<file path="src/dmacs_cfg.svh">
`ifndef DMACS_CFG_SVH
`define DMACS_CFG_SVH
// Register map: sixteen channel words from the base
`define DMACS_BASE_ADDR 32'h4000_0000
`define DMACS_LAST_ADDR 32'h4000_003c
`define DMACS_INT_STATUS_ADDR 32'h4000_0040
`define DMACS_INT_MASK_ADDR 32'h4000_0044
`define DMACS_NUM_CH 16
// Field positions
`define DMACS_RUN_BIT 31
`define DMACS_DIRECT_BIT 30
`define DMACS_HIEN_BIT 29
`define DMACS_REQ_BIT 8
`define DMACS_HALT_BIT 3
`define DMACS_DONE_BIT 2
`define DMACS_LOAD_BIT 1
`define DMACS_FAULT_BIT 0
// Reset values
`define DMACS_CSR_RESET 32'h0000_0008
`define DMACS_MASK_RESET 16'h0000
`endif

</file>
<file path="src/dmacs_pkg.sv">
package dmacs_pkg;
    typedef enum logic [1:0] {
        DMACS_HALTED,
        DMACS_RUNNING,
        DMACS_DRAINING
    } dmacs_state_t;

    typedef struct packed {
        logic run;
        logic direct_register_mode;
        logic halt_irq_enable;
        logic halted_flag;
        logic completion_irq_flag;
        logic load_irq_flag;
        logic bus_fault_irq_flag;
        dmacs_state_t state;
    } dmacs_ch_t;

    typedef struct packed {
        logic [15:0] burst_active;
        logic [15:0] burst_done;
        logic [15:0] xfer_done;
        logic [15:0] desc_loaded;
        logic [15:0] bus_fault;
        logic [15:0] request;
    } dmacs_engine_t;

    typedef struct packed {
        logic [3:0] addr;
        logic [31:0] wdata;
        logic we;
    } dmacs_wr_t;
endpackage : dmacs_pkg
</file>
<file path="src/dmacs_chan_mem.sv">
`timescale 1ns/1ps
`include "dmacs_cfg.svh"
// Channel register store; one entry per channel, every entry driven straight out on ch with no read register
module dmacs_chan_mem (
    input wire logic core_clk,
    input wire logic reset_n,
    input wire logic clk_en,
    input wire dmacs_pkg::dmacs_ch_t next_ch [`DMACS_NUM_CH],
    output dmacs_pkg::dmacs_ch_t ch [`DMACS_NUM_CH]
);
    dmacs_pkg::dmacs_ch_t mem [`DMACS_NUM_CH];

    always_ff @(posedge core_clk)
    begin
        for (int i = 0; i < `DMACS_NUM_CH; i++)
        begin
            if (!reset_n)
            begin
                mem[i] <= '{run: 1'b0, direct_register_mode: 1'b0, halt_irq_enable: 1'b0,
                            halted_flag: 1'b1, completion_irq_flag: 1'b0, load_irq_flag: 1'b0,
                            bus_fault_irq_flag: 1'b0, state: dmacs_pkg::DMACS_HALTED};
            end
            else if (clk_en)
            begin
                mem[i] <= next_ch[i];
            end
        end
    end

    assign ch = mem;
endmodule : dmacs_chan_mem

</file>
<file path="src/dmacs_ctrl.sv">
`timescale 1ns/1ps
`include "dmacs_cfg.svh"
module dmacs_ctrl (
    input wire logic core_clk,
    input wire logic reset_n,
    input wire logic clk_en,
    input wire logic [31:0] reg_addr,
    input wire logic [31:0] reg_wdata,
    input wire logic reg_we,
    input wire logic reg_re,
    output logic [31:0] reg_rdata,
    input wire dmacs_pkg::dmacs_engine_t engine_in,
    output logic [15:0] chan_run,
    output logic [15:0] chan_direct_mode,
    output logic [15:0] chan_irq,
    output logic irq
);
    // ==========================================================
    // State
    typedef struct packed {
        logic [31:0] rdata;
        logic [15:0] run_o;
        logic [15:0] direct_o;
        logic [15:0] chirq;
        logic irq;
        logic [15:0] int_status;
        logic [15:0] int_mask;
        dmacs_pkg::dmacs_engine_t sync1;
        dmacs_pkg::dmacs_engine_t sync2;
    } dmacs_top_t;

    dmacs_top_t st;
    dmacs_top_t next_st;
    dmacs_pkg::dmacs_ch_t ch [`DMACS_NUM_CH];
    dmacs_pkg::dmacs_ch_t next_ch [`DMACS_NUM_CH];

    dmacs_chan_mem u_mem (
        .core_clk(core_clk),
        .reset_n(reset_n),
        .clk_en(clk_en),
        .next_ch(next_ch),
        .ch(ch)
    );

    // ==========================================================
    // Helpers
    function automatic logic dmacs_is_chan(input logic [31:0] a);
        return (a >= `DMACS_BASE_ADDR) && (a <= `DMACS_LAST_ADDR) && (a[1:0] == 2'b00);
    endfunction : dmacs_is_chan

    function automatic logic [3:0] dmacs_chan_idx(input logic [31:0] a);
        return a[5:2];
    endfunction : dmacs_chan_idx

    function automatic logic dmacs_ch_irq(input dmacs_pkg::dmacs_ch_t c);
        return (c.halt_irq_enable & c.halted_flag) | c.completion_irq_flag
            | c.load_irq_flag | c.bus_fault_irq_flag;
    endfunction : dmacs_ch_irq

    function automatic logic [31:0] dmacs_pack(input dmacs_pkg::dmacs_ch_t c, input logic req);
        logic [31:0] v;
        v = 32'h0000_0000;
        v[`DMACS_RUN_BIT] = c.run;
        v[`DMACS_DIRECT_BIT] = c.direct_register_mode;
        v[`DMACS_HIEN_BIT] = c.halt_irq_enable;
        v[`DMACS_REQ_BIT] = req;
        v[`DMACS_HALT_BIT] = c.halted_flag;
        v[`DMACS_DONE_BIT] = c.completion_irq_flag;
        v[`DMACS_LOAD_BIT] = c.load_irq_flag;
        v[`DMACS_FAULT_BIT] = c.bus_fault_irq_flag;
        return v;
    endfunction : dmacs_pack

    // ==========================================================
    // Next state
    always_comb
    begin
        logic wr_ch;
        logic [3:0] idx;
        logic [15:0] irq_vec;
        logic [15:0] clr;
        wr_ch = reg_we && dmacs_is_chan(reg_addr);
        idx = dmacs_chan_idx(reg_addr);
        irq_vec = 16'h0000;
        clr = 16'h0000;
        next_st = st;
        next_st.sync1 = engine_in;
        next_st.sync2 = st.sync1;
        for (int i = 0; i < `DMACS_NUM_CH; i++)
        begin
            logic hit;
            logic busy;
            hit = wr_ch && (idx == 4'(i));
            busy = st.sync2.burst_active[i] && !st.sync2.burst_done[i];
            next_ch[i] = ch[i];
            if (hit)
            begin
                next_ch[i].run = reg_wdata[`DMACS_RUN_BIT];
                next_ch[i].direct_register_mode = reg_wdata[`DMACS_DIRECT_BIT];
                next_ch[i].halt_irq_enable = reg_wdata[`DMACS_HIEN_BIT];
                // Write-one-to-clear; events in the same cycle win below
                if (reg_wdata[`DMACS_DONE_BIT])
                begin
                    next_ch[i].completion_irq_flag = 1'b0;
                end
                if (reg_wdata[`DMACS_LOAD_BIT])
                begin
                    next_ch[i].load_irq_flag = 1'b0;
                end
                if (reg_wdata[`DMACS_FAULT_BIT])
                begin
                    next_ch[i].bus_fault_irq_flag = 1'b0;
                end
            end
            if (st.sync2.xfer_done[i])
            begin
                next_ch[i].completion_irq_flag = 1'b1;
            end
            if (st.sync2.desc_loaded[i])
            begin
                next_ch[i].load_irq_flag = 1'b1;
            end
            if (st.sync2.bus_fault[i])
            begin
                next_ch[i].bus_fault_irq_flag = 1'b1;
            end
            case (ch[i].state)
                dmacs_pkg::DMACS_HALTED:
                begin
                    next_ch[i].halted_flag = 1'b1;
                    if (hit && reg_wdata[`DMACS_RUN_BIT])
                    begin
                        next_ch[i].state = dmacs_pkg::DMACS_RUNNING;
                        next_ch[i].halted_flag = 1'b0;
                    end
                end
                dmacs_pkg::DMACS_RUNNING:
                begin
                    if (!next_ch[i].run)
                    begin
                        // Never cut a burst short: the bus would be left mid-transfer
                        next_ch[i].state = busy ? dmacs_pkg::DMACS_DRAINING : dmacs_pkg::DMACS_HALTED;
                        next_ch[i].halted_flag = !busy;
                    end
                end
                dmacs_pkg::DMACS_DRAINING:
                begin
                    if (!busy)
                    begin
                        next_ch[i].state = dmacs_pkg::DMACS_HALTED;
                        next_ch[i].halted_flag = 1'b1;
                    end
                end
                default:
                begin
                    next_ch[i].state = dmacs_pkg::DMACS_HALTED;
                end
            endcase
            irq_vec[i] = dmacs_ch_irq(next_ch[i]);
            next_st.run_o[i] = next_ch[i].run && !next_ch[i].halted_flag;
            next_st.direct_o[i] = next_ch[i].direct_register_mode;
        end
        next_st.chirq = irq_vec;
        // Sticky summary status, set wins over a clear
        if (reg_we && (reg_addr == `DMACS_INT_STATUS_ADDR))
        begin
            clr = reg_wdata[15:0];
        end
        next_st.int_status = (st.int_status & ~clr) | irq_vec;
        if (reg_we && (reg_addr == `DMACS_INT_MASK_ADDR))
        begin
            next_st.int_mask = reg_wdata[15:0];
        end
        next_st.irq = |(next_st.int_status & next_st.int_mask);
        next_st.rdata = 32'h0000_0000;
        if (reg_re)
        begin
            if (dmacs_is_chan(reg_addr))
            begin
                next_st.rdata = dmacs_pack(ch[idx], st.sync2.request[idx]);
            end
            else if (reg_addr == `DMACS_INT_STATUS_ADDR)
            begin
                next_st.rdata = {16'h0000, st.int_status};
            end
            else if (reg_addr == `DMACS_INT_MASK_ADDR)
            begin
                next_st.rdata = {16'h0000, st.int_mask};
            end
            else
            begin
                next_st.rdata = 32'h0000_0000;
            end
        end
    end

    always_ff @(posedge core_clk)
    begin
        if (!reset_n)
        begin
            st <= '0;
        end
        else if (clk_en)
        begin
            st <= next_st;
        end
    end

    assign reg_rdata = st.rdata;
    assign chan_run = st.run_o;
    assign chan_direct_mode = st.direct_o;
    assign chan_irq = st.chirq;
    assign irq = st.irq;
endmodule : dmacs_ctrl

</file>
<file path="config.mk">
export PLATFORM = sky130hd
export DESIGN_NAME = dmacs_ctrl
export DESIGN_NICKNAME = d
export VERILOG_FILES = /design/src/dmacs_pkg.sv /design/src/dmacs_chan_mem.sv /design/src/dmacs_ctrl.sv
export VERILOG_INCLUDE_DIRS = /design/src
export SDC_FILE = /design/constraint.sdc
export NUM_CORES = 1
export LEC_CHECK = 0
export BUFFER_PORTS_ARGS = -buffer_cell sky130_fd_sc_hd__buf_2
export CAP_MARGIN = 30
export CORE_UTILIZATION = 55
export CTS_CLUSTER_SIZE = 24
export DETAILED_ROUTE_END_ITERATION = 6
export PLACE_DENSITY = 0.84
export RECOVER_POWER = 100
export SETUP_SLACK_MARGIN = 0.4
export SLEW_MARGIN = 20
export SYNTH_ARGS = -nofsm -noshare
export SYNTH_HDL_FRONTEND = slang
export SYNTH_SLANG_ARGS = --single-unit
</file>
<file path="constraint.sdc">
create_clock -name core_clk -period 3.4 [get_ports core_clk]
set_input_delay 0.17 -clock core_clk [delete_from_list [all_inputs] [get_ports core_clk]]
set_output_delay 0.17 -clock core_clk [all_outputs]
set_load 0.1 [all_outputs]
</file>
==> results.json <==
{
  "outcome": "finished with violations",
  "violations": "capacitance limit, slew limit",
  "startpoint_type": "input pin",
  "skew_ns": 0.01775,
  "placed_cells": 2996,
  "synth_ff_type": "dfxtp_1",
  "slowest_stage": "clkbuf_1",
  "dr.pass1.iters": 6,
  "ant_nets": 0,
  "remaining_drc_errors": 0,
  "gr-total-overflow": 0,
  "synthTopCellsByArea": "dfxtp_1, mux2i_1, nor2_1",
  "synth.distinct_cells": 86,
  "cts_buffers": 44,
  "vias_per_cell": 6.156,
  "max-vdd-ir-drop_uv": 463.9,
  "routed_wl_um": 71640,
  "cts.sinks": 420,
  "synth_edf_count": 0,
  "core_sq_um": 36610,
  "area_growth_pct": 20.97,
  "powerDensity_nw_per_um2": 468.0,
  "globalplace.congestion": 1.037,
  "grt_max_degree": 149,
  "rsz0062_at_grt": "no",
  "fin_crit_sh": 0.9321,
  "critical_path.max_fanout": 10,
  "io_buffer_count": 219,
  "dp_hpwl_um": 48610,
  "start_util": 0.5581,
  "worst_pin_slew_ns": 1.735,
  "final_max_slew_viol_count": 296,
  "die_area_sq_um": 37920,
  "endpoint_kind": "register",
  "crit_type": "input pin to register",
  "fin_nets": 2851,
  "num_vias": 19640,
  "critPathTopFamily": "buffers and inverters",
  "layout-drive-gt1-share": 0.1651,
  "min_period_ns": 3.169,
  "yosysWarnings": 0,
  "yosysMostFrequentCell": "dfxtp_1",
  "syn-cell-area_sq_um": 20430,
  "setup_viol": 0,
  "io_pins": 246,
  "final_util": 0.6751,
  "row_count": 70,
  "max_stage_delay_ns": 0.58,
  "wl_met1_um": 28070,
  "min_path_type": "input pin to register",
  "clk_pin_slew_ns": 0.06,
  "highest_layer": "met5",
  "die_w_um": 194.7,
  "postCtsSetupRepairBufs": 0,
  "synth_cells": 2362,
  "fin_tns_setup_ns": 0,
  "synth_largest_area_cell": "dfxtp_1",
  "syn_avg_cell_area_sq_um": 8.650,
  "cts_tree": "built",
  "wl_met3_um": 6920,
  "p_leak_uw": 0.009682,
  "grt_usage": 0.3701,
  "wl_met2_um": 33140,
  "cts_root_buf": "clkbuf_16",
  "required_ns": 3.90,
  "synthArstFlopShare": 0,
  "max_cap_viol_count": 4,
  "synth_top_area_frac": 0.4115,
  "grt_pass1_wl_um": 108100,
  "synthTopCellsByCount": "dfxtp_1, nor2_1, mux2i_1, nand2_1, a21oi_1",
  "antenna_found_initial": 6,
  "power_uw": 11570,
  "yosysSeqAreaShare": 0.4115,
  "critPathBufInv": 5,
  "clock_latency_ns": 0.59,
  "clock_path_buffers": 3,
  "crit_top_cell": "clkbuf_1",
  "finalNonFillerCells": 3191,
  "h-tree-depth": 2,
  "drt_iter0_drc": 2351,
  "grt_pass1_vias": 18910,
  "synth_seq_cells": 420,
  "wl_per_cell_um": 22.45,
  "fmax_mhz": 315.5,
  "die_h_um": 194.7,
  "max_slew_margin": -0.1569,
  "hold_violations": 0,
  "cp.arrival_ns": 3.67,
  "worstPathCellList": "clkbuf_1 -> nand2_1 -> or3_1 -> nand4_1 -> clkbuf_1 -> clkbuf_1 -> o21ai_1 -> a21oi_1 -> a2111oi_0 -> buf_4 -> and2_1 -> buf_4 -> a211oi_1"
}
## per-stage QoR
stage | instance area (sq um) | hold slack (ns) | worst slack (ns)
after global routing | 24710 | 0.03483 | 0.2209
after global placement | 22370 | 0.4032 | -0.05608
after floorplan | 20480 | 0.3105 | 0.5657
after detailed placement | 22370 | 0.4126 | -0.1104
final | 24720 | 0.01741 | 0.2308
after CTS | 24960 | 0.003142 | 0.4415
## worst register-to-register path: stages (launching register included)
cell	delay, ns
dfxtp_1	0.39
nor2b_1	0.58
nor2_1	0.09
o21a_1	0.19
a211oi_1	0.27
a21oi_1	0.15
a22oi_1	0.22
o211ai_1	0.17
nor4b_4	0.30
a31oi_1	0.10
## power by group
part	internal (uW)	switching (uW)	total, uW	leakage [uW]
logic	532	883	1410	0.00555
registers	5100	142	5240	0.00342
clock network	2820	2100	4910	0.000704
## path summary, 6_finish.rpt
path	slack [ns]	startpoint	depth (start not counted)	end
worst max register to register	0.82	st[90]	9	irq
worst min register to register	0.47	chan_irq[15]	2	chan_irq[15]
worst min-delay path	0.02	clk_en	3	next_st[43]
worst max-delay path	0.23	reg_addr[4]	13	chan_irq[0]
## state kept, by name, indices dropped and copies added, names as in the netlist
register,cells
u_mem.ch,129
st,128
next_st,96
reg_rdata,19
chan_irq,16
chan_run,16
chan_direct_mode,15
irq,1
## what timing repair did
action / CTS / global route
pin swaps: 0 / 1
hold buffers: 111 / 0
gates resized for setup: 3 / 6
endpoints found under the setup margin: 1 / 1
endpoints found under the hold margin: 131 / 0
## cells in the final DEF (no fill, tap or decap), types with 16 or more instances in the layout
cell type | synthesis | layout
a21oi_1 | 190 | 190
dfxtp_1 | 420 | 420
nand3_1 | 50 | 50
mux4_2 | 40 | 40
a22oi_1 | 25 | 25
a211oi_1 | 31 | 30
dlygate4sd3_1 | 0 | 111
nand4_1 | 28 | 28
nor2b_1 | 21 | 21
nor2_1 | 387 | 387
buf_2 | 6 | 147
and2_1 | 19 | 16
mux2i_1 | 247 | 247
nand2_1 | 246 | 246
clkbuf_16 | 0 | 44
inv_1 | 21 | 20
o21ai_0 | 113 | 113
clkbuf_1 | 116 | 113
buf_4 | 84 | 126
nor3_1 | 39 | 43
nor4_1 | 16 | 18
## cell type report
type                       count  area [sq um]
fill                        2845         11890
multi-input combinational   1693         10760
timing repair buffer         505          3410
clock buffer                  62          1249
clock inverter                17         207.7
inverter                      22         86.33
antenna                        4         10.01
sequential                   420          8408
tap                          468         585.6
## cells by family (layout without fill, tap and decap cells)
| logic type | after synthesis | count (layout) | synth area share |
|---|---|---|---|
| and+or+nand+nor | 908 | 908 | 0.2108 |
| AOI/OAI and AO/OA | 474 | 474 | 0.1418 |
| DFF | 420 | 420 | 0.4115 |
| muxes | 298 | 298 | 0.1712 |
| buffers and inverters | 261 | 606 | 0.06448 |
| other | 1 | 17 | 0.0001835 |
## per-layer routing
layer  GRT usage  vias up
met4      0.1957        2
met5           0        -
met2      0.5982     1122
met3     0.06819      216
met1      0.4710     9373
li1            -     8931
No activity file was read; power rests on OpenSTA's default activity.
